## config.mk

```make
export PLATFORM = sky130hd
export DESIGN_NAME = calibration_pin_sequencer
export DESIGN_NICKNAME = d
export VERILOG_FILES = /design/src/hdl/cal_pkg.sv /design/src/hdl/hold_if.sv /design/src/hdl/calibration_pin_sequencer.sv /design/src/hdl/pulse_timebase.sv /design/src/hdl/hold_timer.sv
export VERILOG_INCLUDE_DIRS = /design/src /design/src/hdl
export SDC_FILE = /design/constraint.sdc
export NUM_CORES = 2
export LEC_CHECK = 0
export BUFFER_PORTS_ARGS = -buffer_cell sky130_fd_sc_hd__buf_2
export CAP_MARGIN = 30
export CORE_MARGIN = 3
export CORE_UTILIZATION = 56
export DETAILED_ROUTE_END_ITERATION = 10
export PLACE_DENSITY = 0.85
export SKIP_LAST_GASP = 1
export SYNTH_ARGS = -nofsm -noshare
export SYNTH_HDL_FRONTEND = slang
export SYNTH_SLANG_ARGS = --single-unit
```

## constraint.sdc

```tcl
create_clock -name clk_sys -period 252.7 [get_ports clk_sys]
set_input_delay 75.81 -clock clk_sys [delete_from_list [all_inputs] [get_ports clk_sys]]
set_output_delay 75.81 -clock clk_sys [all_outputs]
set_load 0.02 [all_outputs]
```

## src/hdl/cal_consts.svh

```systemverilog
// timing counts, reset values and codes of the calibration pin sequencer
`ifndef CAL_CONSTS_SVH
`define CAL_CONSTS_SVH

`define CAL_CLK_PERIOD_NS   10
`define CAL_TICK_NS         1000000

`define CAL_DEBOUNCE_MS     16'h0014
`define CAL_AUTO_HOLD_MS    16'h2ee0
`define CAL_MAN_HOLD_MS     16'h1388

`define CAL_RAPID_HALF_MS   16'h0064
`define CAL_SLOW_HALF_MS    16'h01f4
`define CAL_NORMAL_HALF_MS  16'h03e8
`define CAL_FAULT_SHORT_MS  16'h00c8
`define CAL_FAULT_LONG_MS   16'h0320
`define CAL_FAULT_PERIOD_MS 16'h0960
`define CAL_PHASE_WRAP_MS   16'h2ee0

`define CAL_REF_DEFAULT     16'h0816
`define CAL_RAW_DEFAULT     16'h0816
`define CAL_READING_MAX     16'h270f

`define CAL_ERROR_CODE      8'h45
`define CAL_ASCII_ZERO      8'h30
`define CAL_ASCII_DOT       8'h2e

`endif

```

## src/hdl/cal_pkg.sv

```systemverilog
// types shared by the calibration pin sequencer
`default_nettype none

package cal_pkg;

	typedef enum logic [6:0] {
		ST_IDLE     = 7'b0000001,
		ST_AUTO     = 7'b0000010,
		ST_MAN_ARM  = 7'b0000100,
		ST_MAN_REL  = 7'b0001000,
		ST_MAN_TRIM = 7'b0010000,
		ST_MAN_DONE = 7'b0100000,
		ST_WAIT_REL = 7'b1000000
	} cal_state_t;

	typedef struct packed {
		logic [15:0] auto_ref;
		logic [15:0] cal_ref;
		logic [15:0] cal_raw;
	} cal_record_t;

endpackage

`default_nettype wire

```

## src/hdl/hold_if.sv

```systemverilog
// debounced calibration input and its low duration
`default_nettype none

interface hold_if;
	logic        low;
	logic [15:0] low_ms;

	modport timer (output low, output low_ms);
	modport user  (input low, input low_ms);
endinterface

`default_nettype wire

```

## src/hdl/calibration_pin_sequencer.sv

```systemverilog
// calibration request sequencer with heartbeat, scaling, storage and fault signalling
`default_nettype none
`include "cal_consts.svh"

// Function
// - Automatic mode: a low request held 12 s re-references the reading.
// - Automatic hold shows high, rapid blink, high, low, then normal cycling.
// - Keep an automatic reference, default 20.7 percent, changeable by strobe.
// - Every new calibration value is written out to non-volatile storage.
// - A setting chooses automatic or manual potentiometer calibration.
// - Manual mode: first 5 s low hold enters trim, shown by 1 Hz blinking.
// - Second 5 s hold finishes: rapid blink, high, low, then normal cycling.
// - After calibration, readings are scaled so the gas reads its reference.
// - Sensor fault shows three short and one long blink, or steady off.
// - Sensor fault sends an error code and forces analog outputs to zero.
// - Reading is reported as a five-character ASCII value.
// - Serial streaming is suspended while a calibration is in progress.
module calibration_pin_sequencer #(
	parameter int          TICK_CYCLES  = `CAL_TICK_NS / `CAL_CLK_PERIOD_NS,
	parameter logic [15:0] AUTO_HOLD_MS = `CAL_AUTO_HOLD_MS,
	parameter logic [15:0] MAN_HOLD_MS  = `CAL_MAN_HOLD_MS,
	parameter logic [15:0] DEBOUNCE_MS  = `CAL_DEBOUNCE_MS
) (
	input  wire logic        clk_sys,
	input  wire logic        reset_n,
	input  wire logic        clk_en,
	input  wire logic        cal_req_n,
	input  wire logic        cal_mode_manual,
	input  wire logic        ref_set,
	input  wire logic [15:0] ref_set_value,
	input  wire logic [15:0] manual_trim_potentiometer,
	input  wire logic [15:0] raw_reading,
	input  wire logic        sensor_fault,
	input  wire logic        fault_dark_sel,
	input  wire logic        nv_load_valid,
	input  wire logic [47:0] nv_load_data,
	output var  logic        nv_write,
	output var  logic [47:0] nv_wdata,
	output var  logic        heartbeat,
	output var  logic        led,
	output var  logic [15:0] scaled_reading,
	output var  logic [39:0] ascii_value,
	output logic             stream_enable,
	output var  logic        error_valid,
	output var  logic [7:0]  error_code,
	output var  logic        analog_default,
	output var  logic [15:0] analog_value
);
	localparam logic [15:0] AUTO_PHASE = AUTO_HOLD_MS / 16'h0004;
	localparam logic [15:0] MAN_RAPID  = 16'((32'(MAN_HOLD_MS) * 3) / 5);
	localparam logic [15:0] MAN_HIGH   = 16'((32'(MAN_HOLD_MS) * 4) / 5);
	localparam logic [15:0] FS         = `CAL_FAULT_SHORT_MS;

	cal_pkg::cal_state_t  state;
	cal_pkg::cal_record_t record;
	logic                 tick_ms;
	logic [15:0]          phase_ms;
	logic                 commit;
	logic                 fault_seen;
	logic                 next_heartbeat;
	logic                 pat_normal;
	logic                 pat_slow;
	logic                 pat_rapid;
	logic                 pat_fault;
	logic [15:0]          fault_ms;
	logic [31:0]          quotient;
	logic [15:0]          clamped;

	hold_if hold ();

	pulse_timebase #(
		.DIV (TICK_CYCLES)
	) u_timebase (
		.clk_sys (clk_sys),
		.reset_n (reset_n),
		.clk_en  (clk_en),
		.tick    (tick_ms)
	);

	hold_timer #(
		.DEBOUNCE_MS (DEBOUNCE_MS)
	) u_hold (
		.clk_sys   (clk_sys),
		.reset_n   (reset_n),
		.clk_en    (clk_en),
		.tick_ms   (tick_ms),
		.cal_req_n (cal_req_n),
		.hold      (hold)
	);

	function automatic logic blink(input logic [15:0] ms, input logic [15:0] half);
		logic [15:0] q;
		q = ms / half;
		return q[0];
	endfunction

	// completion of either calibration kind
	always_comb begin
		commit = 1'b0;
		if (!sensor_fault && hold.low) begin
			if (state == cal_pkg::ST_AUTO && hold.low_ms >= AUTO_HOLD_MS) begin
				commit = 1'b1;
			end
			if (state == cal_pkg::ST_MAN_DONE && hold.low_ms >= MAN_HOLD_MS) begin
				commit = 1'b1;
			end
		end
	end

	// sequence of calibration states
	always_ff @(posedge clk_sys or negedge reset_n) begin
		if (!reset_n) begin
			state <= cal_pkg::ST_IDLE;
		end else if (clk_en) begin
			if (sensor_fault) begin
				state <= cal_pkg::ST_IDLE;
			end else begin
				case (state)
					cal_pkg::ST_IDLE: begin
						if (hold.low) begin
							state <= cal_mode_manual ? cal_pkg::ST_MAN_ARM : cal_pkg::ST_AUTO;
						end
					end
					cal_pkg::ST_AUTO: begin
						if (!hold.low) begin
							state <= cal_pkg::ST_IDLE;
						end else if (commit) begin
							state <= cal_pkg::ST_WAIT_REL;
						end
					end
					cal_pkg::ST_MAN_ARM: begin
						if (!hold.low) begin
							state <= cal_pkg::ST_IDLE;
						end else if (hold.low_ms >= MAN_HOLD_MS) begin
							state <= cal_pkg::ST_MAN_REL;
						end
					end
					cal_pkg::ST_MAN_REL: begin
						if (!hold.low) begin
							state <= cal_pkg::ST_MAN_TRIM;
						end
					end
					cal_pkg::ST_MAN_TRIM: begin
						if (hold.low) begin
							state <= cal_pkg::ST_MAN_DONE;
						end
					end
					cal_pkg::ST_MAN_DONE: begin
						if (!hold.low) begin
							state <= cal_pkg::ST_MAN_TRIM;
						end else if (commit) begin
							state <= cal_pkg::ST_WAIT_REL;
						end
					end
					cal_pkg::ST_WAIT_REL: begin
						if (!hold.low) begin
							state <= cal_pkg::ST_IDLE;
						end
					end
					default: begin
						state <= cal_pkg::ST_IDLE;
					end
				endcase
			end
		end
	end

	// calibration record and its storage
	always_ff @(posedge clk_sys or negedge reset_n) begin
		if (!reset_n) begin
			record.auto_ref <= `CAL_REF_DEFAULT;
			record.cal_ref  <= `CAL_REF_DEFAULT;
			record.cal_raw  <= `CAL_RAW_DEFAULT;
			nv_write        <= 1'b0;
			nv_wdata        <= '0;
		end else if (clk_en) begin
			nv_write <= 1'b0;
			if (nv_load_valid) begin
				record <= nv_load_data;
			end
			if (ref_set) begin
				record.auto_ref <= ref_set_value;
				nv_write        <= 1'b1;
				nv_wdata        <= {ref_set_value, record.cal_ref, record.cal_raw};
			end
			if (commit) begin
				record.cal_ref <= (state == cal_pkg::ST_AUTO) ? record.auto_ref : manual_trim_potentiometer;
				record.cal_raw <= (raw_reading == 16'h0000) ? 16'h0001 : raw_reading;
				nv_write       <= 1'b1;
				nv_wdata       <= {ref_set ? ref_set_value : record.auto_ref,
					(state == cal_pkg::ST_AUTO) ? record.auto_ref : manual_trim_potentiometer,
					(raw_reading == 16'h0000) ? 16'h0001 : raw_reading};
			end
		end
	end

	always_comb begin
		quotient = (32'(raw_reading) * 32'(record.cal_ref)) / 32'(record.cal_raw);
		clamped  = (quotient > 32'(`CAL_READING_MAX)) ? `CAL_READING_MAX : quotient[15:0];
	end

	always_ff @(posedge clk_sys or negedge reset_n) begin
		if (!reset_n) begin
			scaled_reading <= '0;
			ascii_value    <= '0;
		end else if (clk_en) begin
			scaled_reading <= clamped;
			ascii_value <= {`CAL_ASCII_ZERO + 8'(clamped / 16'd1000),
				`CAL_ASCII_ZERO + 8'((clamped / 16'd100) % 16'd10),
				`CAL_ASCII_DOT,
				`CAL_ASCII_ZERO + 8'((clamped / 16'd10) % 16'd10),
				`CAL_ASCII_ZERO + 8'(clamped % 16'd10)};
		end
	end

	// fault forces analog default and reports a code
	always_ff @(posedge clk_sys or negedge reset_n) begin
		if (!reset_n) begin
			fault_seen     <= 1'b0;
			error_valid    <= 1'b0;
			error_code     <= '0;
			analog_default <= 1'b0;
			analog_value   <= '0;
		end else if (clk_en) begin
			fault_seen     <= sensor_fault;
			error_valid    <= sensor_fault && !fault_seen;
			error_code     <= sensor_fault ? `CAL_ERROR_CODE : 8'h00;
			analog_default <= sensor_fault;
			analog_value   <= sensor_fault ? 16'h0000 : clamped;
		end
	end

	// streaming only while idle and healthy
	assign stream_enable = (state == cal_pkg::ST_IDLE) && !sensor_fault;

	// shared blink phase, wraps on a multiple of every pattern period
	always_ff @(posedge clk_sys or negedge reset_n) begin
		if (!reset_n) begin
			phase_ms <= '0;
		end else if (clk_en && tick_ms) begin
			phase_ms <= (phase_ms >= `CAL_PHASE_WRAP_MS - 16'h0001) ? 16'h0000 : phase_ms + 16'h0001;
		end
	end

	always_comb begin
		pat_normal = blink(phase_ms, `CAL_NORMAL_HALF_MS);
		pat_slow   = !blink(phase_ms, `CAL_SLOW_HALF_MS);
		pat_rapid  = !blink(phase_ms, `CAL_RAPID_HALF_MS);
		fault_ms   = phase_ms % `CAL_FAULT_PERIOD_MS;
		pat_fault  = (fault_ms < FS)
			|| (fault_ms >= 16'(FS * 2) && fault_ms < 16'(FS * 3))
			|| (fault_ms >= 16'(FS * 4) && fault_ms < 16'(FS * 5))
			|| (fault_ms >= 16'(FS * 6) && fault_ms < 16'(FS * 6 + `CAL_FAULT_LONG_MS));
	end

	always_comb begin
		next_heartbeat = 1'b0;
		case (state)
			cal_pkg::ST_IDLE: begin
				if (sensor_fault) begin
					next_heartbeat = fault_dark_sel ? 1'b0 : pat_fault;
				end else begin
					next_heartbeat = pat_normal;
				end
			end
			cal_pkg::ST_MAN_ARM, cal_pkg::ST_WAIT_REL: begin
				next_heartbeat = pat_normal;
			end
			cal_pkg::ST_AUTO: begin
				if (hold.low_ms < AUTO_PHASE) begin
					next_heartbeat = 1'b1;
				end else if (hold.low_ms < 16'(AUTO_PHASE * 2)) begin
					next_heartbeat = pat_rapid;
				end else if (hold.low_ms < 16'(AUTO_PHASE * 3)) begin
					next_heartbeat = 1'b1;
				end else begin
					next_heartbeat = 1'b0;
				end
			end
			cal_pkg::ST_MAN_REL, cal_pkg::ST_MAN_TRIM: begin
				next_heartbeat = pat_slow;
			end
			cal_pkg::ST_MAN_DONE: begin
				if (hold.low_ms < MAN_RAPID) begin
					next_heartbeat = pat_rapid;
				end else if (hold.low_ms < MAN_HIGH) begin
					next_heartbeat = 1'b1;
				end else begin
					next_heartbeat = 1'b0;
				end
			end
			default: begin
				next_heartbeat = 1'b0;
			end
		endcase
	end

	always_ff @(posedge clk_sys or negedge reset_n) begin
		if (!reset_n) begin
			heartbeat <= 1'b0;
			led       <= 1'b0;
		end else if (clk_en) begin
			heartbeat <= next_heartbeat;
			led       <= next_heartbeat;
		end
	end
endmodule

`default_nettype wire

```

## src/hdl/pulse_timebase.sv

```systemverilog
// divider that emits a one-cycle tick every DIV enabled cycles
`default_nettype none

module pulse_timebase #(
	parameter int DIV = 100000
) (
	input  wire logic clk_sys,
	input  wire logic reset_n,
	input  wire logic clk_en,
	output var  logic tick
);
	localparam int CW = (DIV > 1) ? $clog2(DIV) : 1;

	logic [CW-1:0] count;

	always_ff @(posedge clk_sys or negedge reset_n) begin
		if (!reset_n) begin
			count <= '0;
			tick  <= 1'b0;
		end else if (clk_en) begin
			if (count == CW'(DIV - 1)) begin
				count <= '0;
				tick  <= 1'b1;
			end else begin
				count <= count + 1'b1;
				tick  <= 1'b0;
			end
		end
	end
endmodule

`default_nettype wire

```

## src/hdl/hold_timer.sv

```systemverilog
// debounces the calibration request and measures how long it is held low
`default_nettype none
`include "cal_consts.svh"

module hold_timer #(
	parameter logic [15:0] DEBOUNCE_MS = `CAL_DEBOUNCE_MS
) (
	input  wire logic clk_sys,
	input  wire logic reset_n,
	input  wire logic clk_en,
	input  wire logic tick_ms,
	input  wire logic cal_req_n,
	hold_if.timer     hold
);
	logic [15:0] settle_ms;

	always_ff @(posedge clk_sys or negedge reset_n) begin
		if (!reset_n) begin
			hold.low  <= 1'b0;
			settle_ms <= '0;
		end else if (clk_en) begin
			if (!cal_req_n == hold.low) begin
				settle_ms <= '0;
			end else if (tick_ms) begin
				if (settle_ms >= DEBOUNCE_MS - 16'h0001) begin
					hold.low  <= !cal_req_n;
					settle_ms <= '0;
				end else begin
					settle_ms <= settle_ms + 16'h0001;
				end
			end
		end
	end

	always_ff @(posedge clk_sys or negedge reset_n) begin
		if (!reset_n) begin
			hold.low_ms <= '0;
		end else if (clk_en) begin
			if (!hold.low) begin
				hold.low_ms <= '0;
			end else if (tick_ms && hold.low_ms != 16'hffff) begin
				hold.low_ms <= hold.low_ms + 16'h0001;
			end
		end
	end
endmodule

`default_nettype wire

```

==> results.md <==
* Clock root cell: clkbuf_16
* Max_slew headroom at 0.2825
* Pre-antenna DRT Iters at 6
* Buffer and inverter count on the worst path at 21
* Register area at 0.005972 mm2
* Top Metal Used: met5
* CP max stage delay at 0.86 ns
* Vias at 50.09k
* Area of the multi-input gates at 0.04045 mm2
* Routability cong. at 1.005
* Die Width at 301.6 um
* Initial antenna violation count at 3
* RSZ-0062 raised after global routing: no
* Ys Warns at 0
* Clock Skew at 0.05223 ns
* Routed Antenna Nets at 0
* Top cell type's share of synthesized area at 0.1330
* WL/cell at 19.55 um
* CP endpoint kind: flop
* Setup violators final at 0
* Startpoint class of the critical path: input pin
* Hold Buf Count CTS at 0
* Post-synth EDFFs at 0
* H-tree depth at 1
* Area of the mapped netlist at 0.04893 mm2
* Clock Latency Late Sink at 0.64 ns
* F_max at 0.005420 GHz
* DR WL met3 at 13460 um
* Filler Cells Inserted at 7607
* Vias/cell at 6.511
* Met2 wire length at 67720 um
* Setup Fix Bufs, Post-CTS at 0
* Area added between synthesis and finish at 5.938%
* Reg2Reg Setup Slack at 142.79 ns
* Core area at 0.08595 mm2
* CTS resizes at 0
* Synth unique cells at 134
* Period utilisation layout at 0.7302
* Number of global-route vias before repair at 47.86k
* Crit path DAT at 185.00 ns
* Pin count of the biggest net entering global routing at 103
* Count leader, synth: nand2_1
* Hold/Removal Path Class: reg -> reg
* Post-route DRC at 0
* Reg clk slew, reported paths at 0.06 ns
* Status: finished clean
* Crit Path Class: in -> reg
* Fin worst setup slack at 68.18 ns
* Worst-Margin Slew at 1.061 ns
* Synth top area cells: ha_1 13%, dfrtp_1 12%, fa_1 7.9%
* Sequential share of the synthesized area at 0.1221
* Final Hold Fails at 0
* WL met1 at 63300 um
* Starting DRT DRC Count at 4713
* Num rows at 107
* Ys async rst share at 1.000
* Synth cell count leaders: 701 x nand2_1, 552 x nor2_1, 520 x ha_1, 448 x a21oi_1, 373 x o21ai_0
* DIE HEIGHT at 301.6 um
* Fin nets at 7347
* Post-Route WL at 150400 um
* Max-Cap Viols at 0
* CP dominant cell by count: o21a_1
* Most used DFF post-synth: dfrtp_1
* Fraction of layout cells with a size suffix above 1 at 0.09437
* Starting Density at 0.5693
* Top delay family on crit path: compound AO/OA/AOI/OAI gates
* Inserted Clock Buffers at 28
* Gr usage total at 0.3200
* Port Buf Inserts at 229
* Slew Viols, Final at 0
* Fin Setup TNS at 0 ns
* CTS tree: built
* Total die area at 0.09096 mm2
* HPWL after detailed placement at 117200 um
* Clk buf depth at 3
* Setup WS pre-CTS at 69.79 ns
* GRT Residual Overflow at 0
* CTS sink cnt at 238
* Required time of the critical path at 253.18 ns
* I/O pin count at 239
* Syn Area/Cell at 7.533 um2
* Number of synthesized register bits at 238
* First-pass GRT wire length at 243600 um
* Post-synth top area cell: ha_1
* Final min period at 184.52 ns
* Worst path slowest cell: o21ai_0
* Post-synthesis cell count at 6495
* Crit path max fanout at 31
## per-stage QoR
stage          utilization  cell area (um2)  hold WS [ns]  instances
3_3_place_gp        0.5914            50830        0.4452       7634
5_1_grt             0.6031            51830        0.4945       7693
4_1_cts             0.6023            51770        0.4794       7690
3_5_place_dp        0.5919            50870        0.4522       7639
6_report            0.6031            51830        0.4750       7694
2_1_floorplan            -            48960        0.4463       6504
## placed cells by master, fill, tap and decap left out, types with 194 or more instances in the layout
cell	n
nand2_1	701
nor3_1	264
dfrtp_1	225
xnor2_1	249
buf_2	230
fa_1	194
ha_1	520
o21ai_0	371
o21a_1	208
nor2_1	549
inv_1	346
a21oi_1	446
## flip-flops by register name, summed over array words and instances (netlist names)
| signal | cells |
|---|---|
| analog_value | 16 |
| ascii_value | 32 |
| error_code | 1 |
| error_valid | 1 |
| led | 1 |
| nv_wdata | 48 |
| nv_write | 1 |
| phase_ms | 16 |
| record | 48 |
| scaled_reading | 16 |
| state | 7 |
| u_hold.hold.low | 1 |
| u_hold.hold.low_ms | 16 |
| u_hold.settle_ms | 16 |
| u_timebase.count | 17 |
| u_timebase.tick | 1 |
## worst register-to-register path: cells and delay by family, from the launching register on
family | cells | cell delay [ns]
buffers and inverters | 20 | 3.06
multiplexers | 7 | 2.41
XOR/XNOR | 3 | 0.50
AO/OA/AOI/OAI | 282 | 65.89
flip-flops | 1 | 0.89
AND/OR/NAND/NOR | 103 | 23.06
adder cells (fa/ha/maj) | 41 | 13.89
## logic make-up (layout without fill, tap and decap cells)
| kind of cell | Yosys count | count (layout) | share of synthesized area |
|---|---|---|---|
| AO/OA/AOI/OAI | 1977 | 1977 | 0.2732 |
| adder cells (fa/ha/maj) | 729 | 729 | 0.2154 |
| buffers and inverters | 664 | 709 | 0.05327 |
| other | 2 | 12 | 0.0001535 |
| XOR/XNOR | 360 | 360 | 0.06444 |
| flip-flops | 238 | 238 | 0.1221 |
| multiplexers | 171 | 171 | 0.03751 |
| AND/OR/NAND/NOR | 2354 | 2354 | 0.2339 |
## area by class of cell
type | count | area share
inverters | 357 | 0.02585
well taps | 1144 | 0.02761
multi-input cells | 5602 | 0.7803
clock buffers | 35 | 0.01441
flip-flops and latches | 238 | 0.1152
diodes | 1 | 0.00004828
repair buffers | 301 | 0.03365
clock inverters | 16 | 0.002872
## layer usage
| layer | vias to the layer above | global-route usage |
|---|---|---|
| met1 | 23730 | 0.4263 |
| met2 | 2321 | 0.5213 |
| met3 | 404 | 0.05298 |
| li1 | 23640 | - |
| met5 | - | 0 |
| met4 | 4 | 0.1176 |
## worst paths after layout
path                            cells past startpoint                      from                     endpoint
worst min-delay path                                2  nv_wdata[11]$_DFFE_PN0P_     nv_wdata[11]$_DFFE_PN0P_
worst max-delay path                              457           raw_reading[11]   ascii_value[6]$_DFFE_PN0P_
worst max register to register                    456    record[19]$_DFFE_PN0P_   ascii_value[6]$_DFFE_PN0P_
min in group asynchronous                           1                   reset_n  ascii_value[21]$_DFFE_PN0P_
worst min register to register                      2  nv_wdata[11]$_DFFE_PN0P_     nv_wdata[11]$_DFFE_PN0P_
max in group asynchronous                           3                   reset_n       record[22]$_DFFE_PN0P_
Power is left out: the tool's default activity adds up to more than one toggle a clock period on the data nets, which glitch-free logic cannot reach.
